==> config.mk <==
export PLATFORM = sky130hd
export DESIGN_NAME = rlnc_exec
export DESIGN_NICKNAME = d
export VERILOG_FILES = /design/src/include/rlnc_pkg.sv /design/src/rtl/rlnc_rotator.sv /design/src/rtl/rlnc_exec.sv
export VERILOG_INCLUDE_DIRS = /design/src /design/src/include
export SDC_FILE = /design/constraint.sdc
export NUM_CORES = 1
export LEC_CHECK = 0
export BUFFER_PORTS_ARGS = -buffer_cell sky130_fd_sc_hd__buf_2
export CAP_MARGIN = 20
export CELL_PAD_IN_SITES_DETAIL_PLACEMENT = 1
export CELL_PAD_IN_SITES_GLOBAL_PLACEMENT = 1
export CORE_MARGIN = 3
export CORE_UTILIZATION = 35
export CTS_CLUSTER_DIAMETER = 40
export DETAILED_ROUTE_END_ITERATION = 8
export PLACE_DENSITY_LB_ADDON = 0.08
export SYNTH_ARGS = -nofsm -noshare
export SYNTH_HDL_FRONTEND = slang
export SYNTH_SLANG_ARGS = --single-unit
==> constraint.sdc <==
create_clock -name clk_sys -period 2.63 [get_ports clk_sys]
set_clock_uncertainty 0.05 [all_clocks]
set_input_delay 0.3945 -clock clk_sys [delete_from_list [all_inputs] [get_ports clk_sys]]
set_output_delay 0.3945 -clock clk_sys [all_outputs]
set_load 0.005 [all_outputs]
==> src/include/rlnc_defs.svh <==
// constants for the rotate-left-without-carry execution block
// assumes inclusion by bare name from the package and the exec rtl file
`ifndef RLNC_DEFS_SVH
`define RLNC_DEFS_SVH
`define RLNC_OPCODE_HI      6'h11      // top six bits 010001 of the word
`define RLNC_OPCODE_VAL     6'h11      // value compared against bits 15..10
`define RLNC_DEST_BIT       9
`define RLNC_BANK_BIT       8
`define RLNC_IDX_LIMIT      8'h5F      // indexed offset applies at or below this
`define RLNC_ACCESS_SPLIT   8'h60      // access bank low half ends below this
`define RLNC_SFR_BANK       4'hF       // upper access half maps to this bank
`define RLNC_BANK_RST       4'h0
`define RLNC_WREG_RST       8'h00
`endif

==> src/include/rlnc_pkg.sv <==
// types for the rotate-left-without-carry execution block
// assumes rlnc_defs.svh is on the include path
`default_nettype none
`include "rlnc_defs.svh"
package rlnc_pkg;
  // four quarter phases of one instruction cycle
  typedef enum logic [1:0] {
    RLNC_Q1,
    RLNC_Q2,
    RLNC_Q3,
    RLNC_Q4
  } rlnc_phase_type;
endpackage : rlnc_pkg
`default_nettype wire

==> src/rtl/rlnc_rotator.sv <==
// combinational rotate and flag computation
// assumes a plain 8-bit operand from the caller
`default_nettype none
module rlnc_rotator #(
  parameter int WIDTH = 8
) (
  input  wire logic [WIDTH-1:0] operand_in,
  output logic      [WIDTH-1:0] result_out,
  output logic                  msb_flag_out,
  output logic                  zero_flag_out
);
  // ****************************************
  // rotate one place left, msb wraps to bit 0
  // ****************************************
  always_comb begin
    result_out    = {operand_in[WIDTH-2:0], operand_in[WIDTH-1]};
    msb_flag_out  = result_out[WIDTH-1];
    zero_flag_out = (result_out == '0);
  end
endmodule : rlnc_rotator
`default_nettype wire

==> src/rtl/rlnc_exec.sv <==
// execution unit for the rotate_left_nocarry_op instruction
// assumes a file-register memory outside, read combinationally by address,
// and a fetch stage presenting one instruction word per instruction cycle
//
// How it works
// - rotate the file register left by one
// - destination bit 0 writes accumulator only
// - destination bit 1 writes back to file
// - bank bit 0 uses access bank
// - bank bit 1 uses bank_pointer
// - extended set, access, low offset: indexed
// - one word, one instruction cycle
// - decode, read, process, write per quarter
// - old bit 7 lands in bit 0
// - only msb and zero flags change
// - opcode 010001 then d, a, address
`default_nettype none
`include "rlnc_defs.svh"
module rlnc_exec #(
  parameter int WIDTH = 8
) (
  input  wire logic                    clk_sys,
  input  wire logic                    rst,
  input  wire logic [15:0]             instr_word,
  input  wire logic                    instr_valid,
  input  wire logic                    ext_set_en,
  input  wire logic [3:0]              bank_pointer,
  input  wire logic [11:0]             index_base,
  input  wire logic [WIDTH-1:0]        file_rd_data,
  output logic      [11:0]             file_addr,
  output logic                         file_wr_en,
  output logic      [WIDTH-1:0]        file_wr_data,
  output logic      [WIDTH-1:0]        wreg,
  output logic                         msb_result_flg,
  output logic                         null_result_flg,
  output logic                         flags_wr_en,
  output logic                         op_hit,
  output rlnc_pkg::rlnc_phase_type     phase,
  output logic                         done
);
  import rlnc_pkg::*;

  // ****************************************
  // state declarations
  // ****************************************
  rlnc_phase_type   phase_q, phase_d;     // current quarter
  logic             active_q, active_d;   // instruction in flight
  logic             dest_q, dest_d;       // latched destination bit
  logic [11:0]      addr_q, addr_d;       // resolved operand address
  logic [WIDTH-1:0] opnd_q, opnd_d;       // operand read in Q2
  logic [WIDTH-1:0] res_q, res_d;         // result formed in Q3
  logic             nflg_q, nflg_d;       // msb flag holding
  logic             zflg_q, zflg_d;       // zero flag holding
  logic [WIDTH-1:0] wreg_q, wreg_d;       // accumulator
  logic             fwr_q, fwr_d;         // file write strobe
  logic             flwr_q, flwr_d;       // flag write strobe
  logic             done_q, done_d;       // end-of-instruction pulse
  logic [WIDTH-1:0] rot_res;              // rotator output
  logic             rot_n;                // rotator msb flag
  logic             rot_z;                // rotator zero flag
  logic             match;                // opcode recognised
  logic [11:0]      eff_addr;             // address from the word

  // ****************************************
  // data path
  // ****************************************
  rlnc_rotator #(
    .WIDTH (WIDTH)
  ) u_rot (
    .operand_in    (opnd_q),
    .result_out    (rot_res),
    .msb_flag_out  (rot_n),
    .zero_flag_out (rot_z)
  );

  // ****************************************
  // decode and address resolution
  // ****************************************
  always_comb begin
    match = (instr_word[15:10] == `RLNC_OPCODE_VAL);
    if (instr_word[`RLNC_BANK_BIT]) begin
      eff_addr = {bank_pointer, instr_word[7:0]};
    end else if (ext_set_en && (instr_word[7:0] <= `RLNC_IDX_LIMIT)) begin
      eff_addr = index_base + {4'h0, instr_word[7:0]};
    end else if (instr_word[7:0] < `RLNC_ACCESS_SPLIT) begin
      eff_addr = {4'h0, instr_word[7:0]}; // access bank low half
    end else begin
      eff_addr = {`RLNC_SFR_BANK, instr_word[7:0]}; // access bank high half
    end
  end

  // ****************************************
  // quarter sequencer and pipeline next state
  // ****************************************
  always_comb begin
    phase_d  = phase_q;
    active_d = active_q;
    dest_d   = dest_q;
    addr_d   = addr_q;
    opnd_d   = opnd_q;
    res_d    = res_q;
    nflg_d   = nflg_q;
    zflg_d   = zflg_q;
    wreg_d   = wreg_q;
    fwr_d    = 1'b0;
    flwr_d   = 1'b0;
    done_d   = 1'b0;
    unique case (phase_q)
      RLNC_Q1: begin
        // decode: take the word only at a cycle boundary
        active_d = instr_valid && match;
        if (instr_valid && match) begin
          dest_d = instr_word[`RLNC_DEST_BIT];
          addr_d = eff_addr;
        end
        phase_d = RLNC_Q2;
      end
      RLNC_Q2: begin
        // read the operand
        if (active_q) begin
          opnd_d = file_rd_data;
        end
        phase_d = RLNC_Q3;
      end
      RLNC_Q3: begin
        // process: rotate and form flags
        if (active_q) begin
          res_d  = rot_res;
          nflg_d = rot_n;
          zflg_d = rot_z;
        end
        phase_d = RLNC_Q4;
      end
      RLNC_Q4: begin
        // write destination and flags, instruction finishes
        if (active_q) begin
          if (dest_q) begin
            fwr_d = 1'b1;
          end else begin
            wreg_d = res_q;
          end
          flwr_d = 1'b1;
          done_d = 1'b1;
        end
        active_d = 1'b0;
        phase_d  = RLNC_Q1;
      end
    endcase
  end

  // ****************************************
  // registers
  // ****************************************
  always_ff @(posedge clk_sys) begin
    if (rst) begin
      phase_q  <= RLNC_Q1;
      active_q <= 1'b0;
      dest_q   <= 1'b1;
      addr_q   <= 12'h000;
      opnd_q   <= '0;
      res_q    <= '0;
      nflg_q   <= 1'b0;
      zflg_q   <= 1'b0;
      wreg_q   <= '0;
      fwr_q    <= 1'b0;
      flwr_q   <= 1'b0;
      done_q   <= 1'b0;
    end else begin
      phase_q  <= phase_d;
      active_q <= active_d;
      dest_q   <= dest_d;
      addr_q   <= addr_d;
      opnd_q   <= opnd_d;
      res_q    <= res_d;
      nflg_q   <= nflg_d;
      zflg_q   <= zflg_d;
      wreg_q   <= wreg_d;
      fwr_q    <= fwr_d;
      flwr_q   <= flwr_d;
      done_q   <= done_d;
    end
  end

  // ****************************************
  // outputs
  // ****************************************
  always_comb begin
    file_addr       = addr_q;
    file_wr_en      = fwr_q;   // never set when dest bit is 0
    file_wr_data    = res_q;
    wreg            = wreg_q;
    msb_result_flg  = nflg_q;
    null_result_flg = zflg_q;
    flags_wr_en     = flwr_q;
    op_hit          = instr_valid && match && (phase_q == RLNC_Q1);
    phase           = phase_q;
    done            = done_q;
  end
endmodule : rlnc_exec
`default_nettype wire

# After elaboration in Yosys (flattened, before gate mapping)
# Cells that the tools add are included.
classes:
  addsub: 1
  multipliers: 0
  n_div: 0
  magnitude_cmp: 2
  n_eq_ne: 4
  shift: 0
  n_mux: 7
  bitwise: 3
  n_reduce_logical: 12
ops:
  columns: ["operator", "count"]
  rows:
  - ["two-way mux 12 bit", 3]
  - ["adder 12 x 8 -> 12 bit", 1]
  - ["less-or-equal comparator 8 x 7 -> 1 bit, second input constant", 1]
  - ["zero test 8 bit", 1]
  - ["< comparator 8 x 7 -> 1 bit, second input constant", 1]
  - ["case mux 2 bit (4 select lines)", 1]
  - ["== test 6 x 5 -> 1 bit, second input constant", 1]
  - ["AND reduction 2 bit", 3]
  - ["== test 2 bit, second input constant", 2]
  - ["logical AND 1 bit", 3]
  - ["NOT 1 bit", 3]
  - ["AND reduction 3 bit", 1]
  - ["OR reduction 3 bit", 1]
  - ["== test 2 x 1 -> 1 bit, second input constant", 1]
  - ["zero test 2 bit", 1]
  - ["two-way mux 1 bit", 2]
  - ["case mux 1 bit (2 select lines)", 1]
  - ["nonzero test 2 bit", 1]
  - ["OR reduction 2 bit", 1]
totals:
  ff_bits: 44
  latchBits: 0
  ramBits: 0
  romBits: 0
  inputBits: 44
  out_inout_bits: 36
  elab_cells: 40
  memories: 0

# Longest topological paths before layout
# Gate-level depths: netlist of the first run.
logic_depth:
  word_depth: 4
  mapped_depth: 9
  depth_no_buf: 8

# Cells and area by module
# From an unflattened synthesis of the first run, not the netlist that was laid out.
unflattened:
  hier_cells: 291
  hier_area_um2: 2323.5
by_module_without_submodules:
  columns: ["module", "n_inst", "cells_per_inst", "area_per_inst_um2", "seq_area_each_um2"]
  rows:
  - ["rlnc_exec", 1, 279, 2237.1, 880.8]
  - ["rlnc_rotator", 1, 12, 86.3, 0.0]

# Least setup slack after synthesis of the first run
# No wires, ideal clock.
synth_timing:
  path_kind: "input to register"
  start: "input instr_word[0]"
  end: "register addr_q[10], in the netlist file_addr[10]"
  setup_ps: 122
  arrival_ps: 1842
  t_required_ps: 2458
  setup_slack_ps: 616
  cell_stages: 8
  path_buffers: 0
  cell_sequence: "ha_1 > inv_1 > fa_1 > nor2b_4 > o31a_4 > o31ai_4 > mux2i_1 > a311o_1"
synth_via:
  elab_chain_len: 4
  word_cells_on_any_way: 7
  cone_classes: "add/sub (1); order compare (2); mux (3); reduce/logical (1)"
synth_lines:
  columns: ["item", "line_no", "source"]
  rows:
  - ["start, declared", "rlnc_exec.sv:24", "input wire logic [15:0] instr_word,"]
  - ["< comparator 8 x 7 -> 1 bit (no source line) or less-or-equal comparator 8 x 7 -> 1 bit (tied branches)", null, null]
  - ["two-way mux 12 bit or logical AND 1 bit (tied branches)", "rlnc_exec.sv:85, rlnc_exec.sv:83", null]
  - ["two-way mux 12 bit (*)", "rlnc_exec.sv:83", "end else if (ext_set_en && (instr_word[7:0] <= `RLNC_IDX_LIMIT)) begin"]
  - ["two-way mux 12 bit (*)", "rlnc_exec.sv:81", "if (instr_word[`RLNC_BANK_BIT]) begin"]
  - ["end signal, assigned", "rlnc_exec.sv:172", "addr_q <= addr_d;"]
  - ["end, declared", "rlnc_exec.sv:49", "logic [11:0] addr_q, addr_d;"]
# Mark *: on every way between the ends. The rest lies on a longest branch, timed or not.
# A chain may end at the register's enable or synchronous reset.

# Final worst setup path of the first run
layout_timing:
  start: "register phase_q[0], in the netlist phase[0]"
  end: "output op_hit"
layout_via:
  elab_chain_len: 2
layout_lines:
  columns: ["item", "line_no", "source"]
  rows:
  - ["start, declared", "rlnc_exec.sv:46", "rlnc_phase_type phase_q, phase_d;"]
  - ["start signal, assigned", "rlnc_exec.sv:169", "phase_q <= phase_d;"]
  - ["zero test 2 bit", "rlnc_exec.sv:195", "op_hit = instr_valid && match && (phase_q == RLNC_Q1);"]
  - ["logical AND 1 bit", "rlnc_exec.sv:195", null]
  - ["end, declared", "rlnc_exec.sv:37", "output logic op_hit,"]
# Every way passes these cells.

==> results of run 1 <==
[worst paths after layout]
check	startpoint	to	slack, ns	depth (start not counted)
worst max register to register	phase[0]$_SDFF_PP0_	file_addr[5]$_SDFFE_PP0P_	0.66	9
worst min register to register	wreg[2]$_SDFFE_PP0P_	wreg[2]$_SDFFE_PP0P_	0.40	2
worst max-delay path	phase[0]$_SDFF_PP0_	op_hit	0.45	6
worst min-delay path	instr_word[9]	dest_q$_SDFFE_PP1P_	0.27	3
[critical path, delay by kind of cell, from the launching register on]
kind | cells | cell delay, ns
adders and majority gates | 1 | 0.15
buffers and inverters | 3 | 0.62
DFF | 1 | 0.35
and+or+nand+nor | 2 | 0.32
[routing by layer]
layer / wire, µm / vias up / track usage
met1: 2886 / 1073 / 0.2184
met3: 352 / 6 / 0.03517
li1: - / 1146 / -
met4: 66 / 0 / 0.04391
met5: 0 / - / 0
met2: 3217 / 61 / 0.3106
[cells in the mapped netlist, drive strengths merged (2+ instances only)]
master | instances | area [µm²]
nor3 | 10 | 50.05
a211oi | 5 | 55.05
o22ai | 2 | 12.51
inv | 11 | 41.29
o21a | 4 | 30.03
ha | 13 | 162.7
nand2 | 51 | 193.9
a2bb2oi | 2 | 17.52
buf | 7 | 45.03
clkbuf | 9 | 33.78
nand3 | 21 | 105.1
o311a | 3 | 30.03
or2 | 2 | 12.51
and4bb | 2 | 25.02
dfxtp | 43 | 860.8
nor4 | 2 | 12.51
nor2b | 5 | 38.78
a21o | 3 | 22.52
a21oi | 36 | 180.2
xor2 | 2 | 17.52
nor2 | 18 | 67.56
o21ai | 9 | 45.04
nand4 | 3 | 18.77
[kinds of logic (layout without fill, tap and decap cells)]
group	after synthesis	in the layout	synth area share
and+or+nand+nor	119	119	0.2469
AOI/OAI and AO/OA	77	77	0.2321
DFF	43	43	0.3766
buffers and inverters	27	103	0.05254
adders and majority gates	14	14	0.07991
xor gates and xnor gates	2	2	0.007664
muxes	1	1	0.004379
[sequential cells by signal, indices dropped and copies added (netlist names), 2 cells and up]
register	count
opnd_q	8
phase	2
file_wr_data	8
wreg	8
file_addr	12
[area by class of cell]
type | instances | area, µm²
multi-input cells | 213 | 1305
repair buffers | 84 | 432.9
well taps | 75 | 93.84
inverters | 11 | 41.29
flip-flops and latches | 43 | 860.8
clock buffers | 6 | 72.57
fillers | 784 | 3312
clock inverters | 2 | 12.51
[power by group through the flow]
| stage | registers, W | clock network [W] | logic (W) |
|---|---|---|---|
| 2_1_floorplan | 0.000688 | 0 | 0.000163 |
| 3_3_place_gp | 0.000689 | 0 | 0.000256 |
| 3_5_place_dp | 0.000690 | 0 | 0.000259 |
| 4_1_cts | 0.000674 | 0.000429 | 0.000262 |
| 5_1_grt | 0.000677 | 0.000459 | 0.000292 |
| 6_report | 0.000674 | 0.000416 | 0.000261 |
[stage by stage]
| step | worst slack, ns | area [µm²] | power [W] | cells |
|---|---|---|---|---|
| detailed placement | 0.3790 | 2734 | 0.0009489 | 426 |
| floorplan | 0.6161 | 2286 | 0.0008510 | 283 |
| finish | 0.4506 | 2819 | 0.001351 | 434 |
| CTS | 0.4448 | 2819 | 0.001365 | 434 |
| global placement | 0.4307 | 2734 | 0.0009456 | 426 |
| global route | 0.3016 | 2819 | 0.001428 | 434 |
==> impl_metrics.yaml, run 1 <==
status:
  status: "complete, no violations"
run:
  drv_cap: 0
timing:
  fin_crit_ns: 2.179
  worst_pin_slew_ns: 0.5072
  period_share: 0.8287
  fin_setup_tns_ns: 0
  slew_headroom: 0.6606
  slew_viol_final: 0
  hold_viol_final: 0
  rsz0062_at_grt: "no"
  whs_ns: 0.2674
  fmax_mhz: 458.9
  setup_viol: 0
layout:
  final_common_cell: "buf_2"
  nets: 416
  mostFrequentLayoutCells: "buf_2, nand2_1, dfxtp_1"
  utilization: 0.4598
  syn2layout_area_growth_pct: 23.32
  num_antenna_cells: 0
  layout-drive-gt1-share: 0.2869
drt:
  vias: 2286
  vias_per_cell: 5.267
  drt_iter0_drc: 36
  drc_errors: 0
  ant_nets: 0
  post_drt_wl_per_cell_um: 15.03
  drt_pass1_iterations: 4
  postRouteWirelength_um: 6523
worst_setup_path:
  arrival_ns: 1.73
  crit_top_cell: "inv_1"
  cp-start-kind: "register"
  required_ns: 2.19
  max_stage_delay_ns: 0.35
  critical_path_class: "reg2out"
  cp_max_fo: 11
  path_cells: "inv_1, ha_1, and4bb_2, nand2_1, inv_1, buf_2"
  cp-end-kind: "primary output"
  crit_path_top_delay_cell: "dfxtp_1"
clocking:
  post_cts.repair.setup_buffers: 0
  path_clk_slew_ns: 0.09
  cts_buffers: 5
  cts.sinks: 43
  cts_resized: 0
  hold_buffers: 0
  htree_num_levels: 2
  cts_tree: "done"
  clockRootBuffer: "clkbuf_8"
  clk_latency_ns: 0.30
  max-clock-path-buffers: 2
global_route:
  grt_start_max_net_pins: 25
  grt_pass1_vias: 2228
  grt_first_pass_wirelength_um: 10560
  grt_overflow: 0
  track_usage: 0.1763
  antenna_found_initial: 0
floorplanning:
  die_w_um: 86.82
  rows: 28
  die_height_um: 86.82
  dieArea_um2: 7537
  initial_utilization: 0.3729
  core_area_um2: 6131
  num_io_pins: 80
pwr:
  combPwrFrac: 0.193
  p_clk_frac: 0.308
  swShare: 0.2935
  powerDensity_nw_per_um2: 479.2
  peakVddDrop_mv: 0.2498
  power.leakage_nw: 1.249
  switchingPower_w: 0.0003964
  p_seq_frac: 0.499
  p_int_w: 0.0009544
place:
  io_buffers: 79
  place_hpwl_um: 5102
  gp_congestion: 0.8059
yosys:
  syn_inst: 283
  synth_edf_count: 0
  async_reset_ff_frac: 0
  syn_area_per_cell_um2: 8.078
  yosysSeqAreaShare: 0.3766
  yosys_warnings: 0
  synth_nets: 341
  synth-seq-cells: 43
  synth_cell_types: 51
  ys.flop_type: "dfxtp_1"
  synth_area_um2: 2286
worst_hold_path:
  hp-class: "in2reg"
Note: power is estimated with default switching activity, not from simulation.
==> run 2, diff against run 1 <==
==> constraint.sdc (replaced) <==
create_clock -name clk_sys -period 2.12 [get_ports clk_sys]
set_clock_uncertainty 0.05 [all_clocks]
set_input_delay 0.318 -clock clk_sys [delete_from_list [all_inputs] [get_ports clk_sys]]
set_output_delay 0.318 -clock clk_sys [all_outputs]
set_load 0.005 [all_outputs]
==> run 2 against run 1 <==
  * Global-route usage rose by 0.064 points
  * Non-clock buffer count grew 5
  * Wire length rose by 0.26%
  * Sequential share of layout area is 0.41 points lower
  * First-iteration DRC count is 5.6% lower
  * Flip-flop and latch count is the same
  * Cell area is 1.6% higher
  * Register-to-register slack got worse by 0.43 ns
  * Total power up 26%
  * Clock-buffer cell count unchanged
  * Via count rose by 1.1%
  * Die area is the same
  * Critical path type unchanged
  * Critical endpoint unchanged
  * Highest routed layer unchanged
==> impl_metrics.yaml, run 2 (synthesized netlist as in run 1, its figures left out) <==
status:
  status: "complete, no violations"
worst_setup_path:
  max_stage_delay_ns: 0.36
  required_ns: 1.75
  arrival_ns: 1.65
  cp-end-kind: "primary output"
  cp-start-kind: "register"
  critPathBufInv: 4
  cp_max_fo: 13
  reg2reg_setup_slack_ns: 0.23
  critical_path_class: "reg2out"
  path_cells: "inv_1, ha_1, and4bb_2, nand2_1, inv_4, buf_6, buf_2"
  crit_path_top_delay_cell: "dfxtp_2"
  cpLargestDelayFamily: "buffers and inverters"
layout:
  fin_area_um2: 2865
  syn2layout_area_growth_pct: 25.34
  largest_register_ffs: 12
  mostFrequentLayoutCells: "buf_2, nand2_1, dfxtp_1"
  final_common_cell: "buf_2"
  layout-drive-gt1-share: 0.3049
  num_antenna_cells: 0
  instances_no_fill: 439
  nets: 421
timing:
  fmax_mhz: 496.2
  slew_viol_final: 0
  fin_setup_tns_ns: 0
  period_share: 0.9506
  rsz0062_at_grt: "no"
  fin_crit_ns: 2.015
  hold_viol_final: 0
  slew_headroom: 0.6552
  whs_ns: 0.1947
  worst_pin_slew_ns: 0.5153
  setup_viol: 0
global_route:
  grt_start_max_net_pins: 23
  grt_pass1_vias: 2240
  track_usage: 0.1769
  antenna_found_initial: 0
  grt_first_pass_wirelength_um: 10620
  grt_overflow: 0
place:
  post_dp_cell_area_um2: 2764
  placed_cells: 430
  gp_congestion: 0.7918
  io_buffers: 79
  place_hpwl_um: 5187
clocking:
  path_clk_slew_ns: 0.08
  cts.sinks: 43
  cts_buffers: 5
  max-clock-path-buffers: 2
  hold_buffers: 0
  cts_tree: "done"
  clockRootBuffer: "clkbuf_8"
  htree_num_levels: 2
  clk_latency_ns: 0.30
drt:
  vias: 2312
  drt_iter0_drc: 34
  postRouteWirelength_um: 6540
  drc_errors: 0
  post_drt_wl_per_cell_um: 14.90
  vias_per_cell: 5.267
  ant_nets: 0
  drt_pass1_iterations: 4
pwr:
  p_clk_frac: 0.307
  combPwrFrac: 0.200
  swShare: 0.2942
  peakVddDrop_mv: 0.3151
  p_int_w: 0.001198
  switchingPower_w: 0.0004996
  power.leakage_nw: 1.272
  powerDensity_nw_per_um2: 592.6
  p_seq_frac: 0.493
floorplanning:
  dieArea_um2: 7537
  num_io_pins: 80
  die_w_um: 86.82
  die_height_um: 86.82
  initial_utilization: 0.3729
  core_area_um2: 6131
  rows: 28
worst_hold_path:
  hp-class: "in2reg"
run:
  drv_cap: 0
[run 2: cell types whose count changed in the layout (fill, tap and decap cells not counted)]
cell     before  now
buf_4         5    9
dfxtp_2       0    2
inv_4         0    1
dfxtp_1      43   41
buf_6         0    1
inv_1        11   10
[run 2: per-stage QoR]
step | power (W) | util | setup slack (ns)
final | 0.001698 | 0.4673 | 0.1047
after global routing | 0.001806 | 0.4673 | 0.01173
after CTS | 0.001722 | 0.4659 | 0.01039
after detailed placement | 0.001196 | 0.4508 | 0.003069
after global placement | 0.001183 | 0.4508 | 0.03583
after floorplan | 0.001056 | - | 0.1826
[run 2: final cells by class]
cell class | instances | area, µm²
Clock buffer | 6 | 72.57
Fill cell | 790 | 3266
Tap cell | 75 | 93.84
Inverter | 11 | 43.79
Multi-Input combinational cell | 213 | 1305
Timing Repair Buffer | 89 | 474.2
Clock inverter | 2 | 12.51
Sequential cell | 43 | 863.3
[run 2: repair_timing]
item                       CTS  global route
resized for setup            4             1
hold endpoints to repair     0             0
buffers inserted             0             1
setup endpoints to repair    1             1
[run 2: worst reg2reg max path: stages, from the launching register on]
cell and delay [ns]:
dfxtp_2 0.34, inv_1 0.11, ha_1 0.17, and4bb_2 0.27, nand2_1 0.11, buf_4 0.20, a2111oi_0 0.39, a31o_2 0.21
[run 2: power groups by stage]
stage               sequential (W)  clock [W]  combinational, W
floorplan                 0.000853          0          0.000203
global placement          0.000854          0          0.000329
detailed placement        0.000854          0          0.000342
CTS                       0.000836   0.000541          0.000345
global route              0.000841   0.000581          0.000384
finish                    0.000837   0.000521          0.000340
[run 2: path summary, 6_finish.rpt]
check                                     startpoint  cells past startpoint                         to
worst min register to register  wreg[6]$_SDFFE_PP0P_                      2       wreg[6]$_SDFFE_PP0P_
worst min-delay path                   instr_word[9]                      3        dest_q$_SDFFE_PP1P_
worst max-delay path             phase[0]$_SDFF_PP0_                      7                     op_hit
worst max register to register   phase[0]$_SDFF_PP0_                      7  file_addr[7]$_SDFFE_PP0P_
[run 2: routing by layer]
layer  vias up  share of wire  track usage
met2        47           0.50       0.3209
met4         0         0.0084      0.03824
met5         -              0            0
met3         4          0.041      0.02471
li1       1165              -            -
met1      1096           0.45       0.2204
==> run 3, diff against run 2 <==
--- a/config.mk
+++ b/config.mk
@@ -11,7 +11,7 @@
 export CELL_PAD_IN_SITES_DETAIL_PLACEMENT = 1
 export CELL_PAD_IN_SITES_GLOBAL_PLACEMENT = 1
 export CORE_MARGIN = 3
-export CORE_UTILIZATION = 35
+export CORE_UTILIZATION = 32
 export CTS_CLUSTER_DIAMETER = 40
 export DETAILED_ROUTE_END_ITERATION = 8
 export PLACE_DENSITY_LB_ADDON = 0.08
==> constraint.sdc (replaced) <==
create_clock -name clk_sys -period 1.8 [get_ports clk_sys]
set_clock_uncertainty 0.05 [all_clocks]
set_input_delay 0.27 -clock clk_sys [delete_from_list [all_inputs] [get_ports clk_sys]]
set_output_delay 0.27 -clock clk_sys [all_outputs]
set_load 0.005 [all_outputs]
==> run 3 against run 2 <==
  * Via count is 3.3% higher
  * Worst setup slack worse by 0.043 ns
  * Core utilization is 1.2 points lower
  * Combinational power is 49% higher
  * Cell area is 9.2% higher
  * Flip-flop and latch count stayed put
  * Clock-buffer cell count is 1 lower
  * Worst hold slack worse by 0.067 ns
  * Sequential power is 17% higher
  * Highest routed layer unchanged
==> impl_metrics.yaml, run 3 (synthesized netlist as in run 1, its figures left out) <==
status:
  status: "complete, no violations"
clocking:
  cts_buffers: 5
  cts.sinks: 43
  cts_tree: "done"
  max-clock-path-buffers: 2
  clockRootBuffer: "clkbuf_8"
  path_clk_slew_ns: 0.09
  htree_num_levels: 2
  clk_latency_ns: 0.30
place:
  gp_congestion: 0.8319
  io_buffers: 79
  post_dp_cell_area_um2: 2955
  place_hpwl_um: 5600
timing:
  worst_pin_slew_ns: 0.5358
  slew_headroom: 0.6415
  fin_crit_ns: 1.738
  fmax_mhz: 575.3
  fin_setup_tns_ns: 0
  period_share: 0.9657
  hold_viol_final: 0
  setup_viol: 0
  slew_viol_final: 0
floorplanning:
  initial_utilization: 0.3328
  num_io_pins: 80
  dieArea_um2: 8194
  core_area_um2: 6869
  die_w_um: 90.52
  rows: 30
  die_height_um: 90.52
drt:
  vias: 2389
  post_drt_wl_per_cell_um: 14.67
  vias_per_cell: 4.946
  postRouteWirelength_um: 7085
  ant_nets: 0
  drt_iter0_drc: 40
  drc_errors: 0
  drt_pass1_iterations: 4
pwr:
  power.leakage_nw: 1.406
  powerDensity_nw_per_um2: 721.0
  peakVddDrop_mv: 0.2648
run:
  drv_cap: 0
layout:
  nets: 444
  final_common_cell: "buf_2"
  mostFrequentLayoutCells: "buf_2, nand2_1, dfxtp_1"
  layout-drive-gt1-share: 0.3669
  utilization: 0.4556
  multiInputGateArea_um2: 1335
  seqCellArea_um2: 863.3
  num_antenna_cells: 0
  largest_register_ffs: 12
  syn2layout_area_growth_pct: 36.89
  fillers: 891
  fin_area_um2: 3129
global_route:
  grt_start_max_net_pins: 24
  grt_pass1_vias: 2462
  antenna_found_initial: 0
  track_usage: 0.1751
  grt_overflow: 0
  grt_first_pass_wirelength_um: 11700
worst_setup_path:
  required_ns: 1.48
  cp_max_fo: 5
  ff2ff_path_depth: 7
  cp-start-kind: "register"
  arrival_ns: 1.42
  cp-end-kind: "primary output"
  critical_path_class: "reg2out"
worst_hold_path:
  worstHoldPathCells: 3
  hp-class: "in2reg"
==> run 3: changes by cell type in the layout (fill, tap and decap cells not counted), moves of 2 or more <==
| cell | previous run | this run |
|---|---|---|
| buf_4 | 9 | 31 |
| buf_6 | 1 | 3 |
| ha_1 | 13 | 11 |
| ha_4 | 0 | 2 |
| inv_1 | 10 | 7 |
| inv_2 | 0 | 4 |
==> run 3: worst paths after layout <==
kind	startpoint	end	slack [ns]
setup / recovery	phase[1]$_SDFF_PP0_	op_hit	0.06
hold / removal	instr_word[9]	dest_q$_SDFFE_PP1P_	0.13
setup reg to reg	phase[1]$_SDFF_PP0_	file_addr[7]$_SDFFE_PP0P_	0.11
hold reg to reg	wreg[0]$_SDFFE_PP0P_	wreg[0]$_SDFFE_PP0P_	0.41
==> run 3: worst max-delay path, stage by stage (launching register included) <==
cell and delay, ns:
dfxtp_2 0.33, inv_2 0.08, ha_4 0.12, and4bb_2 0.24, nand2_2 0.06, inv_2 0.09, buf_6 0.12, buf_6 0.09
==> run 3: what timing repair did <==
action	4_1_cts	5_1_grt
endpoints found under the setup margin	2	5
pin swaps	2	1
resized for setup	6	5
setup buffers	2	2
hold buffers	0	0
==> run 3: final cells by class <==
type / instances / area share
Clock buffer: 5 / 0.02199
Tap cell: 96 / 0.03838
Timing Repair Buffer: 112 / 0.2099
Clock inverter: 3 / 0.01399
Multi-Input combinational cell: 213 / 0.4266
Sequential cell: 43 / 0.2759
Inverter: 11 / 0.01319
==> run 3: power by group <==
group,leakage (nW),internal [W],switching (W)
registers,0.347,0.000970,0.0000101
clock network,0.0581,0.000414,0.000358
logic,1.00,0.000242,0.000263
==> run 3: routing by layer <==
layer / GRT usage / up-vias / routed length [µm]
met5: 0 / - / 0
met4: 0.05995 / 0 / 126
li1: - / 1200 / -
met1: 0.1946 / 1127 / 2910
met3: 0.02917 / 13 / 247
met2: 0.3323 / 49 / 3801
==> run 3: stage by stage <==
stage / total power, W / setup WS (ns) / cells / hold WS (ns)
CTS: 0.002258 / 0.002496 / 481 / 0.1225
global route: 0.002382 / -0.003130 / 483 / 0.1353
detailed placement: 0.001482 / -0.2126 / 471 / 0.3951
global placement: 0.001469 / -0.1766 / 471 / 0.3895
finish: 0.002256 / 0.06170 / 483 / 0.1278
floorplan: 0.001246 / -0.007690 / 283 / 0.3422
